<file path="src/shi_pkg.sv">
// Overview of operation
// chip enable high holds the serial logic in reset, dropping partial bytes.
// a transfer runs from chip enable falling to chip enable rising.
// serial data input is sampled on each rising serial clock edge.
// every link unit is an eight-bit byte, most significant bit first.
// the host sends the subaddress byte first after chip enable falls.
// subaddress bit 7 gives direction: 0 write, 1 read.
// only subaddress bits 6 to 5 equal to 01 take part; bits 4-0 ignored.
// the subaddress match lets several devices share one bus.
// in a write, the byte after the subaddress is a control byte.
// RAM data and commands may mix in one access, or come alone.
// the host deasserts chip enable between accesses, never holds it low.
// don't-care bits are ignored whatever value the host drives.
// memory writes: set pointer by command, then RAM data bytes follow.
// memory reads: write access selecting RAM, then read access returns bytes.
// an I2C master acknowledges every read byte and ends with stop.
// the entry mode can make the address pointer step downward.
// control byte: continuation bit and register-select field steer next bytes.
// on I2C only the address matching the select pin level is acknowledged.
// a read access drives requested bytes MSB first; output idle when deselected.
// each data byte written or read steps the pointer by one.
package shi_pkg;
    localparam int BYTE_BITS = 8;
    localparam int DIR_BIT = 7;
    localparam int SA_HI = 6;
    localparam int SA_LO = 5;
    localparam logic [1:0] SA_MATCH = 2'h1;
    localparam int CO_BIT = 7;
    localparam int RS_HI = 6;
    localparam int RS_LO = 5;
    localparam logic [1:0] RS_RAM = 2'h1;
    localparam int SET_ADDR_BIT = 7;
    localparam int ADDR_W = 7;
    localparam logic [6:0] ADDR_RESET = 7'h00;
    localparam int SYNC_STAGES = 2;
    localparam int BUF_DEPTH = 2;
    localparam int WR_W = 1 + ADDR_W + BYTE_BITS;

    typedef enum logic [2:0] {
        SHI_SUB = 3'h0,
        SHI_CTRL = 3'h1,
        SHI_DATA = 3'h2,
        SHI_READ = 3'h3,
        SHI_SKIP = 3'h4
    } shi_state_type;
endpackage : shi_pkg

</file>
<file path="src/shi_buffer.sv">
`timescale 1ns/1ps
module shi_buffer #(
    parameter int WIDTH = 16
) (
    // clock and reset
    input wire logic mclk,
    input wire logic reset_n,
    // filling side
    input wire logic in_valid,
    output logic in_ready,
    input wire logic [WIDTH-1:0] in_data,
    // draining side
    output logic out_valid,
    input wire logic out_ready,
    output logic [WIDTH-1:0] out_data
);
    logic [WIDTH-1:0] store [0:1];
    logic wr_idx;
    logic rd_idx;
    logic [1:0] count;
    logic push;
    logic pop;

    // two entries so that one stalled word does not block the next
    assign in_ready = (count != 2'h2);
    assign out_valid = (count != 2'h0);
    assign out_data = store[rd_idx];
    assign push = in_valid && in_ready;
    assign pop = out_valid && out_ready;

    // entry storage
    always_ff @(posedge mclk or negedge reset_n) begin
        if (!reset_n) begin
            store[0] <= '0;
            store[1] <= '0;
        end else if (push) begin
            store[wr_idx] <= in_data;
        end
    end

    // pointers and fill level
    always_ff @(posedge mclk or negedge reset_n) begin
        if (!reset_n) begin
            wr_idx <= 1'b0;
            rd_idx <= 1'b0;
            count <= 2'h0;
        end else begin
            if (push) begin
                wr_idx <= ~wr_idx;
            end
            if (pop) begin
                rd_idx <= ~rd_idx;
            end
            if (push && !pop) begin
                count <= count + 2'h1;
            end else if (pop && !push) begin
                count <= count - 2'h1;
            end
        end
    end
endmodule : shi_buffer

</file>
<file path="src/shi_serial_host.sv">
`timescale 1ns/1ps
module shi_serial_host (
    // clock and reset
    input wire logic mclk,
    input wire logic reset_n,
    // serial link pins
    input wire logic sclk,
    input wire logic ce_n,
    input wire logic serial_data_in,
    output logic serial_data_out,
    output logic serial_data_out_en,
    // entry mode from the command decoder
    input wire logic addr_decrement,
    // write stream toward memory and command logic
    output logic wr_valid,
    input wire logic wr_ready,
    output logic wr_is_ram,
    output logic [shi_pkg::ADDR_W-1:0] wr_addr,
    output logic [shi_pkg::BYTE_BITS-1:0] wr_data,
    // memory read port, data due one cycle after the request
    output logic rd_req,
    output logic [shi_pkg::ADDR_W-1:0] rd_addr,
    input wire logic [shi_pkg::BYTE_BITS-1:0] rd_data,
    // status
    output logic overrun
);
    import shi_pkg::*;

    logic [SYNC_STAGES:0] sclk_sync;
    logic [SYNC_STAGES-1:0] ce_sync;
    logic [SYNC_STAGES-1:0] sdi_sync;
    logic frame_off;
    logic rise;
    logic fall;
    logic [2:0] bit_cnt;
    logic [6:0] rx_shift;
    logic byte_done;
    logic [BYTE_BITS-1:0] rx_byte;
    logic sa_match;
    shi_state_type state;
    logic ctrl_co;
    logic [1:0] ctrl_rs;
    logic push;
    logic push_ok;
    logic push_ram;
    logic in_ready;
    logic [ADDR_W-1:0] pointer;
    logic load_pend;
    logic [BYTE_BITS-1:0] tx_shift;

    function automatic logic [ADDR_W-1:0] step_addr(input logic [ADDR_W-1:0] a, input logic down);
        step_addr = down ? a - 7'h01 : a + 7'h01;
    endfunction : step_addr

    // pins cross into mclk; the second stage is looked at, and for the clock also the third, for edge detection
    always_ff @(posedge mclk or negedge reset_n) begin
        if (!reset_n) begin
            sclk_sync <= '0;
            ce_sync <= '1;
            sdi_sync <= '0;
        end else begin
            sclk_sync <= {sclk_sync[SYNC_STAGES-1:0], sclk};
            ce_sync <= {ce_sync[0], ce_n};
            sdi_sync <= {sdi_sync[0], serial_data_in};
        end
    end

    assign frame_off = ce_sync[1];
    assign rise = sclk_sync[1] && !sclk_sync[2];
    assign fall = !sclk_sync[1] && sclk_sync[2];

    // bit counter and input shifter; data and clock share the same delay
    always_ff @(posedge mclk or negedge reset_n) begin
        if (!reset_n) begin
            bit_cnt <= 3'h0;
            rx_shift <= 7'h00;
        end else if (frame_off) begin
            bit_cnt <= 3'h0;
            rx_shift <= 7'h00;
        end else if (rise) begin
            bit_cnt <= bit_cnt + 3'h1;
            rx_shift <= {rx_shift[5:0], sdi_sync[1]};
        end
    end

    assign byte_done = rise && !frame_off && (bit_cnt == 3'h7);
    assign rx_byte = {rx_shift, sdi_sync[1]};
    assign sa_match = (rx_byte[SA_HI:SA_LO] == SA_MATCH);

    // access sequencing; the first byte of each frame is the subaddress
    always_ff @(posedge mclk or negedge reset_n) begin
        if (!reset_n) begin
            state <= SHI_SUB;
            ctrl_co <= 1'b0;
            ctrl_rs <= 2'h0;
        end else if (frame_off) begin
            state <= SHI_SUB;
            ctrl_co <= 1'b0;
            ctrl_rs <= 2'h0;
        end else if (byte_done) begin
            unique case (state)
                SHI_SUB: begin
                    if (!sa_match) begin
                        state <= SHI_SKIP;
                    end else if (rx_byte[DIR_BIT]) begin
                        state <= SHI_READ;
                    end else begin
                        state <= SHI_CTRL;
                    end
                end
                SHI_CTRL: begin
                    ctrl_co <= rx_byte[CO_BIT];
                    ctrl_rs <= rx_byte[RS_HI:RS_LO];
                    state <= SHI_DATA;
                end
                SHI_DATA: begin
                    // a set continuation bit brings another control byte
                    state <= ctrl_co ? SHI_CTRL : SHI_DATA;
                end
                SHI_READ: begin
                    state <= SHI_READ;
                end
                SHI_SKIP: begin
                    state <= SHI_SKIP;
                end
                default: begin
                    state <= SHI_SUB;
                end
            endcase
        end
    end

    assign push = byte_done && (state == SHI_DATA);
    assign push_ok = push && in_ready;
    assign push_ram = (ctrl_rs == RS_RAM);

    // the host cannot be stalled, so a full buffer is reported, not hidden
    always_ff @(posedge mclk or negedge reset_n) begin
        if (!reset_n) begin
            overrun <= 1'b0;
        end else if (push && !in_ready) begin
            overrun <= 1'b1;
        end else if (frame_off) begin
            overrun <= 1'b0;
        end
    end

    // address pointer: loaded by the set-address command, stepped per RAM byte written or read
    always_ff @(posedge mclk or negedge reset_n) begin
        if (!reset_n) begin
            pointer <= ADDR_RESET;
        end else if (push_ok && !push_ram && rx_byte[SET_ADDR_BIT] && (ctrl_rs == 2'h0)) begin
            pointer <= rx_byte[ADDR_W-1:0];
        end else if ((push_ok && push_ram) || rd_req) begin
            pointer <= step_addr(pointer, addr_decrement);
        end
    end

    // every read byte boundary fetches the next byte, one ahead of the clock
    assign rd_req = byte_done && (((state == SHI_SUB) && sa_match && rx_byte[DIR_BIT]) || (state == SHI_READ));
    assign rd_addr = pointer;

    // output shifter, changed on falling edges so the host samples on rising
    always_ff @(posedge mclk or negedge reset_n) begin
        if (!reset_n) begin
            load_pend <= 1'b0;
            tx_shift <= 8'h00;
            serial_data_out <= 1'b0;
            serial_data_out_en <= 1'b0;
        end else if (frame_off) begin
            load_pend <= 1'b0;
            tx_shift <= 8'h00;
            serial_data_out <= 1'b0;
            serial_data_out_en <= 1'b0;
        end else begin
            load_pend <= rd_req;
            serial_data_out_en <= (state == SHI_READ);
            if (load_pend) begin
                tx_shift <= rd_data;
            end else if (fall && (state == SHI_READ)) begin
                tx_shift <= {tx_shift[6:0], 1'b0};
            end
            if (fall && (state == SHI_READ)) begin
                serial_data_out <= tx_shift[BYTE_BITS-1];
            end
        end
    end

    shi_buffer #(
        .WIDTH(WR_W)
    ) u_buffer (
        .mclk(mclk),
        .reset_n(reset_n),
        .in_valid(push),
        .in_ready(in_ready),
        .in_data({push_ram, pointer, rx_byte}),
        .out_valid(wr_valid),
        .out_ready(wr_ready),
        .out_data({wr_is_ram, wr_addr, wr_data})
    );
endmodule : shi_serial_host

</file>
<file path="config.mk">
export PLATFORM = sky130hd
export DESIGN_NAME = shi_serial_host
export DESIGN_NICKNAME = d
export VERILOG_FILES = /design/src/shi_pkg.sv /design/src/shi_buffer.sv /design/src/shi_serial_host.sv
export SDC_FILE = /design/constraint.sdc
export NUM_CORES = 1
export LEC_CHECK = 0
export ABC_AREA = 1
export BUFFER_PORTS_ARGS = -buffer_cell sky130_fd_sc_hd__buf_2
export CAP_MARGIN = 20
export CORE_ASPECT_RATIO = 1.5
export CORE_MARGIN = 2
export CORE_UTILIZATION = 63
export CTS_CLUSTER_SIZE = 40
export DETAILED_ROUTE_END_ITERATION = 10
export PLACE_DENSITY = 0.86
export SLEW_MARGIN = 0
export SYNTH_ARGS = -nofsm -noshare
export SYNTH_HDL_FRONTEND = slang
export SYNTH_SLANG_ARGS = --single-unit
</file>
<file path="constraint.sdc">
create_clock -name mclk -period 3.65 [get_ports mclk]
set_clock_uncertainty 0.05 [all_clocks]
set_input_delay 0.9125 -clock mclk [delete_from_list [all_inputs] [get_ports mclk]]
set_output_delay 0.9125 -clock mclk [all_outputs]
set_load 0.02 [all_outputs]
</file>
## Yosys cells after proc, flatten, opt, wreduce, memory -nomap -nowiden

Index checks and enable logic that the tools add are counted.

| word-level totals | value |
|---|---|
| flip-flop bits (word level) | 78 |
| input bits | 15 |

| operators by class | value |
|---|---|
| add/subtract/negate cells | 5 |
| order comparisons | 3 |
| equal/unequal tests | 8 |
| muxes and demuxes | 36 |
| bitwise operators | 4 |
| reduce and logical (&&, ||, !) cells | 40 |

Operators by type and width:

| kind | count |
|---|---|
| two-way mux 16 bit | 4 |
| two-way mux 7 bit | 5 |
| bitwise mux 32 bit | 1 |
| two-way mux 8 bit | 3 |
| logical AND 1 bit | 19 |
| demux 16 bit (select 1 bit) | 1 |
| nonzero test 2 bit | 8 |
| two-way mux 3 bit | 5 |
| case mux 3 bit (5 select lines) | 1 |
| two-way mux 2 bit | 7 |
| two-way mux 1 bit | 9 |
| adder 7 x 1 -> 7 bit, second input constant | 1 |
| logical NOT 1 bit | 7 |
| subtractor 7 x 1 -> 7 bit, second input constant | 1 |
| equality test 3 x 2 -> 1 bit, second input constant | 2 |
| equality test 3 bit, second input constant | 2 |
| equality test 2 x 1 -> 1 bit, second input constant | 2 |
| greater-or-equal comparator 2 bit, second input constant | 2 |
| inverter 1 -> 2 bit | 2 |
| adder 3 x 1 -> 3 bit, second input constant | 1 |
| equality test 3 x 1 -> 1 bit, second input constant | 1 |
| logical NOT 3 bit | 1 |
| nonzero test 3 bit | 1 |
| adder 2 x 1 -> 2 bit, second input constant | 1 |
| other kinds (7) | 9 |

## Depth between registers and ports, before layout

Gate-level depths: netlist of run 1.

| depth | value |
|---|---|
| depth after elaboration | 10 |
| depth in mapped cells | 11 |

## By module

Synthesis of run 1 repeated with hierarchy kept, for this count alone.

| second synthesis, totals | value |
|---|---|
| cells, all modules | 475 |
| area total of the unflattened synthesis | 4035.1 µm² |

By module, submodules not included:

| module | times used | cells an instance | area an instance (µm²) | sequential area each (µm²) |
|---|---|---|---|---|
| shi_serial_host | 1 | 254 | 2255.9 | 1053.5 |
| shi_buffer | 1 | 221 | 1779.2 | 900.9 |

## Worst setup path before layout of run 1

No wires, ideal clock.

| timing path | value |
|---|---|
| path type | reg-to-output |
| start point | reg ce_sync[1] |
| end point | out rd_req |
| data arrival time | 1.198 ns |
| required time | 2.688 ns |
| path slack | 1.490 ns |
| stages on the path, launching flop included | 7 |
| cells stage by stage | dfstp_2 > buf_2 > inv_2 > nand3_2 > nor2_4 > nand2_1 > inv_1 |

| on the way | value |
|---|---|
| cells in the longest elaborated chain, start to end | 4 |

RTL lines:

| element | line | RTL |
|---|---|---|
| from (decl) | shi_serial_host.sv:30 | `logic [SYNC_STAGES-1:0] ce_sync;` |
| from (signal assigned) | shi_serial_host.sv:63 | `ce_sync <= {ce_sync[0], ce_n};` |
| logical NOT 1 bit | shi_serial_host.sv:86 | `assign byte_done = rise && !frame_off && (bit_cnt == 3'h7);` |
| logical AND 1 bit (2 in series) | shi_serial_host.sv:86 |  |
| logical AND 1 bit | shi_serial_host.sv:160 | `assign rd_req = byte_done && (((state == SHI_SUB) && sa_match && rx_byte[DIR_BIT]) \|\| (state == SHI_READ));` |
| to (decl) | shi_serial_host.sv:21 | `output logic rd_req,` |

No other way between the ends.

## Worst setup path in the final report of run 1

Ends and elaborated chain as after synthesis.

==> impl_metrics.toml, run 1 <==
[routing]
dr.pass1.iters = 4
drtIter0Drc = 223
viasPerCell = 5.547
wl_per_cell_um = 14.47
wirelength_mm = 8.088
vias = 3101
antenna_left = 0
drc = 0

[clock_tree]
cts_hold_buf = 0
cts.sinks = 78
path_clk_slew_ps = 90
cts_made_buffers = 9
cts_max_level = 3
cts_buffer_depth = 2
cts_root_buf = "clkbuf_8"
clk_latency_ps = 360
cts_tree = "built"
post-cts-setup-buffer-count = 0
cts_resized = 0

[worst_setup_path]
cp_max_fo = 18
start_kind = "flop"
worst-r2r-setup-slack_ps = 1500
cp-end-kind = "output pin"
arrival_ps = 1860
required_ps = 2690
criticalPathCategory = "reg2out"

[floorplan]
die_w_um = 67.41
start_util_pct = 65.20
dieHeight_um = 99.12
dieArea_sq_um = 6681
num_io_pins = 43
core_sq_um = 5828
rows = 34

[global_routing]
grt_pass1_wl_mm = 13.87
grt_max_degree = 79
track_usage_pct = 27.68
antenna_found_initial = 0
first_global_vias = 3083
overflow = 0

[outcome]
run_status = "finished clean"

[yosys]
synth_seq_cells = 78
syn_inst = 443
syn_nets = 467
syn_area_sq_um = 3800
ys_warn_count = 0
syn_area_per_cell_sq_um = 8.578
ys.flop_type = "dfrtp_1"
synth_edf_count = 0
synth.distinct_cells = 34
ys_seq_area_share_pct = 51.43
synthArstFlopShare_pct = 100.0

[placed_design]
gp_congestion = 0.9380
hpwl_mm = 5.637
postPlaceCellArea_sq_um = 4021
place_ws_ps = 1222
io_buffers = 42

[sta]
fmax_ghz = 0.3546
drv_slew = 0
whs_ps = 296.6
hold_viol_final = 0
setup_violations = 0
period_needed_ps = 2820
relSlewSlack_pct = 36.99
fin_setup_tns_ps = 0
worst_slew_pin_slew_ps = 945.2
fin_ws_ps = 830.0
grt_setup_unrepaired = "false"
min_period_over_period_pct = 77.26

[power]
irDropWorstVdd_v = 0.0002869
p_leak_nw = 2.129
p_per_area_nw_per_um2 = 408.5

[finish]
diodes = 0
nets = 506
drive_gt1_share_pct = 16.63
area_growth_pct = 10.87
fin_util_pct = 72.28
stdcell_area_sq_um = 4213

[min_path]
holdCritPathClass = "reg2reg"

[run]
drv_cap = 0
==> path summary, 6_finish.rpt <==
kind                                         from                              to  depth (start not counted)
setup / recovery             ce_sync[1]$_DFF_PN1_                          rd_req                          6
hold / removal              sdi_sync[0]$_DFF_PN0_           sdi_sync[1]$_DFF_PN0_                          0
setup reg to reg           bit_cnt[0]$_DFFE_PN0P_   u_buffer.count[1]$_DFFE_PN0P_                         10
hold reg to reg             sdi_sync[0]$_DFF_PN0_           sdi_sync[1]$_DFF_PN0_                          0
max in group asynchronous                 reset_n             load_pend$_DFF_PN0_                          1
min in group asynchronous                 reset_n  u_buffer.store[16]$_DFFE_PN0P_                          1
==> power by group <==
group / leakage, nW / switching, W / internal [W] / total (W)
combinational: 1.01 / 0.000107 / 0.0000492 / 0.000157
clock: 0.0886 / 0.000331 / 0.000289 / 0.000620
sequential: 1.03 / 0.0000569 / 0.000887 / 0.000944
total: 2.13 / 0.000495 / 0.00123 / 0.00172
==> area by class of cell <==
| class | count | area, sq um |
|---|---|---|
| clock buffer | 11 | 151.4 |
| clock inverter | 5 | 40.04 |
| fill | 425 | 1615 |
| inverter | 60 | 225.2 |
| multi-input combinational | 291 | 1539 |
| sequential | 78 | 1954 |
| tap | 72 | 90.09 |
| timing repair buffer | 42 | 212.7 |
==> per-stage QoR <==
step | power [W] | std cells
floorplan | 0.001067 | 443
global placement | 0.001110 | 543
detailed placement | 0.001117 | 543
CTS | 0.001730 | 559
global route | 0.001798 | 559
finish | 0.001721 | 559
==> routing by layer <==
metal  wire length, um  part of all wire, %  GRT usage [%]  vias up
met2              4210                   52          46.53       95
met5                 0                    0              0        -
met1              3261                   40          33.33     1470
met4               284                  3.5          13.03        0
li1                  -                    -              -     1509
met3               330                  4.1          5.769       27
==> synth_stat cells (4+ instances only) <==
master	number	area [sq um]
nand2_1	120	450.4
o21ai_0	55	275.3
dfrtp_1	76	1902
clkbuf_1	6	22.52
nand4_1	9	56.30
nor2_1	12	45.04
o22ai_1	6	37.54
ha_1	8	100.1
nand3_1	31	155.2
a21oi_1	5	25.02
nand2_2	6	37.54
o21a_1	10	75.07
inv_1	57	214.0
xor2_1	4	35.03
==> critical path, cell delays in order, from the launching register on <==
cell and delay, ps:
dfstp_2 420, inv_2 250, nand3_2 250, nor2_4 210, nand2_1 150, inv_1 80
buf_2 150
==> registers in the layout (all words and copies together) (netlist names) <==
| signal | cells |
|---|---|
| u_buffer.store | 32 |
| tx_shift | 8 |
| rd_addr | 7 |
| rx_shift | 7 |
| bit_cnt | 3 |
| sclk_sync | 3 |
| state | 3 |
| ce_sync | 2 |
| ctrl_rs | 2 |
| sdi_sync | 2 |
| u_buffer.count | 2 |
| ctrl_co | 1 |
| load_pend | 1 |
| overrun | 1 |
| serial_data_out | 1 |
| serial_data_out_en | 1 |
| u_buffer.rd_idx | 1 |
| u_buffer.wr_idx | 1 |
==> cell families after synthesis <==
family,count (synthesis),synth area share [%]
flip-flops,78,51.43
XOR/XNOR,7,1.613
AO/OA/AOI/OAI,83,12.05
adder cells (fa/ha/maj),9,3.161
AND/OR/NAND/NOR,192,23.67
buffers and inverters,74,8.067
==> placed cells by master (no fill, tap or decap), types with 3 or more instances in the layout <==
cell | Yosys | layout
a21oi_1 | 5 | 5
buf_2 | 2 | 41
clkbuf_8 | 0 | 11
clkinvlp_4 | 0 | 3
dfrtp_1 | 76 | 76
ha_1 | 8 | 8
inv_1 | 57 | 57
inv_2 | 3 | 3
nand2_1 | 120 | 120
nand2_2 | 6 | 6
nand3_1 | 31 | 31
nand4_1 | 9 | 9
nor2_1 | 12 | 12
nor2_4 | 3 | 3
o21a_1 | 10 | 10
o21ai_0 | 55 | 55
o21ai_1 | 3 | 3
o22ai_1 | 6 | 6
xnor2_1 | 3 | 3
xor2_1 | 4 | 4
(Power assumes the default switching activity.)
==> run 2: changes to the inputs <==
--- a/config.mk
+++ b/config.mk
@@ -10,10 +10,10 @@
 export CAP_MARGIN = 20
 export CORE_ASPECT_RATIO = 1.5
 export CORE_MARGIN = 2
-export CORE_UTILIZATION = 63
+export CORE_UTILIZATION = 58
 export CTS_CLUSTER_SIZE = 40
 export DETAILED_ROUTE_END_ITERATION = 10
-export PLACE_DENSITY = 0.86
+export PLACE_DENSITY = 0.8
 export SLEW_MARGIN = 0
 export SYNTH_ARGS = -nofsm -noshare
 export SYNTH_HDL_FRONTEND = slang
==> constraint.sdc (replaced) <==
create_clock -name mclk -period 2.8 [get_ports mclk]
set_clock_uncertainty 0.05 [all_clocks]
set_input_delay 0.7 -clock mclk [delete_from_list [all_inputs] [get_ports mclk]]
set_output_delay 0.7 -clock mclk [all_outputs]
set_load 0.02 [all_outputs]
==> run 2 against run 1 <==
Net effect:
- non-clock buffer count grew 1
- via count is 2.3% lower
- flip-flop and latch count is the same
- cell area grew 0.83%
- critical path type unchanged
- sequential power rose by 25%
- hold slack gained 5.9 ps
- largest cell class unchanged
==> impl_metrics.toml, run 2 (synthesis results as in run 1) <==
[outcome]
run_status = "finished clean"

[finish]
nets = 507
final_cell_count_no_fill = 564
diodes = 0
area_growth_pct = 11.79
nFillCells = 530
drive_gt1_share_pct = 16.60
stdcell_area_sq_um = 4248
reg.largest.list = "u_buffer.store x32, tx_shift x8"
fin_util_pct = 65.95
final_common_cell = "nand2_1"
largest_register_ffs = 32
layout_common_cells = "nand2_1, dfrtp_1, inv_1"
largest_register = "u_buffer.store"

[sta]
period_needed_ps = 2591
relSlewSlack_pct = 36.55
fin_setup_tns_ps = 0
grt_setup_unrepaired = "false"
fmax_ghz = 0.3859
hold_viol_final = 0
worst_slew_pin_slew_ps = 951.8
drv_slew = 0
setup_violations = 0
min_period_over_period_pct = 92.55

[power]
finalPower_w = 0.002364
clkPwrFrac_pct = 38.7
power.switching_w = 0.0006319
irDropWorstVdd_v = 0.0003715
comb_power_share_pct = 11.6
p_leak_nw = 2.151
seqPwrFrac_pct = 49.7
intPower_w = 0.001732
p_per_area_nw_per_um2 = 556.4
p_sw_share_pct = 26.73

[routing]
antenna_left = 0
drc = 0
vias = 3030
wirelength_mm = 7.659
wl_per_cell_um = 13.58
drtIter0Drc = 236
dr.pass1.iters = 5
viasPerCell = 5.372

[clock_tree]
cts.sinks = 78
cts_buffer_depth = 2
path_clk_slew_ps = 80
cts_max_level = 3
cts_made_buffers = 9
post-cts-setup-buffer-count = 0
cts_resized = 0
cts_root_buf = "clkbuf_8"
cts_hold_buf = 0
cts_tree = "built"
clk_latency_ps = 350

[placed_design]
postPlaceCellArea_sq_um = 4034
hpwl_mm = 5.329
gp_congestion = 0.8506
placedCellCount = 548
io_buffers = 42

[global_routing]
first_global_vias = 2828
antenna_found_initial = 0
overflow = 0
grt_max_degree = 79
track_usage_pct = 22.86
grt_pass1_wl_mm = 12.85

[worst_setup_path]
worstReg2RegStart = "bit_cnt[0]$_DFFE_PN0P_"
crit_start = "ce_sync[1]$_DFF_PN1_"
arrival_ps = 1840
criticalPathCategory = "reg2out"
cp-end-kind = "output pin"
cp_max_fo = 18
required_ps = 2050
start_kind = "flop"

[min_path]
holdCritPathClass = "reg2reg"
min_from = "sclk_sync[0]$_DFF_PN0_"

[floorplan]
dieArea_sq_um = 7228
rows = 36
num_io_pins = 43
start_util_pct = 58.99
core_sq_um = 6441
dieHeight_um = 103.1
die_w_um = 70.09

[run]
drv_cap = 0
[run 2: worst paths after layout]
kind,cells after the start,slack [ps],to
worst max-delay path,6,210,rd_req
worst max register to register,10,670,u_buffer.count[1]$_DFFE_PN0P_
min in group asynchronous,1,430,u_buffer.store[16]$_DFFE_PN0P_
worst min-delay path,0,300,sclk_sync[1]$_DFF_PN0_
worst min register to register,0,300,sclk_sync[1]$_DFF_PN0_
max in group asynchronous,1,1650,rd_addr[4]$_DFFE_PN0P_
[run 2: critical path, stage by stage (launching register included)]
cell	delay (ps)
dfstp_2	420
inv_2	250
nand3_2	250
nor2_4	220
nand2_1	130
inv_1	70
buf_2	150
[run 2: metrics by stage]
stage	worst slack (ps)	hold slack (ps)
floorplan	848.1	281.2
global placement	640.0	284.1
global route	68.42	313.8
CTS	208.3	305.4
detailed placement	614.6	287.9
finish	208.5	302.5
[run 2: per-layer routing]
layer	global-route usage [%]	part of all wire, %	vias to the layer above
met4	10.36	2.1	0
met1	27.15	43	1427
met2	39.93	51	77
met5	0	0	-
li1	-	-	1509
met3	5.083	4.0	17
[run 2: power by group through the flow]
stage               Sequential [W]  Combinational, W  Clock [W]
floorplan                  0.00119          0.000199          0
global placement           0.00120          0.000265          0
finish                     0.00118          0.000274   0.000915
CTS                        0.00118          0.000276   0.000936
global route               0.00118          0.000309   0.000973
detailed placement         0.00120          0.000273          0
[run 2: area by class of cell]
| cell class | count | area [sq um] | share of cell area, % |
|---|---|---|---|
| Sequential cell | 78 | 1954 | 46.01 |
| Multi-Input combinational cell | 291 | 1539 | 36.23 |
| Inverter | 60 | 225.2 | 5.302 |
| Timing Repair Buffer | 43 | 220.2 | 5.184 |
| Clock buffer | 10 | 127.6 | 3.004 |
| Tap cell | 76 | 95.09 | 2.239 |
| Clock inverter | 6 | 86.33 | 2.032 |
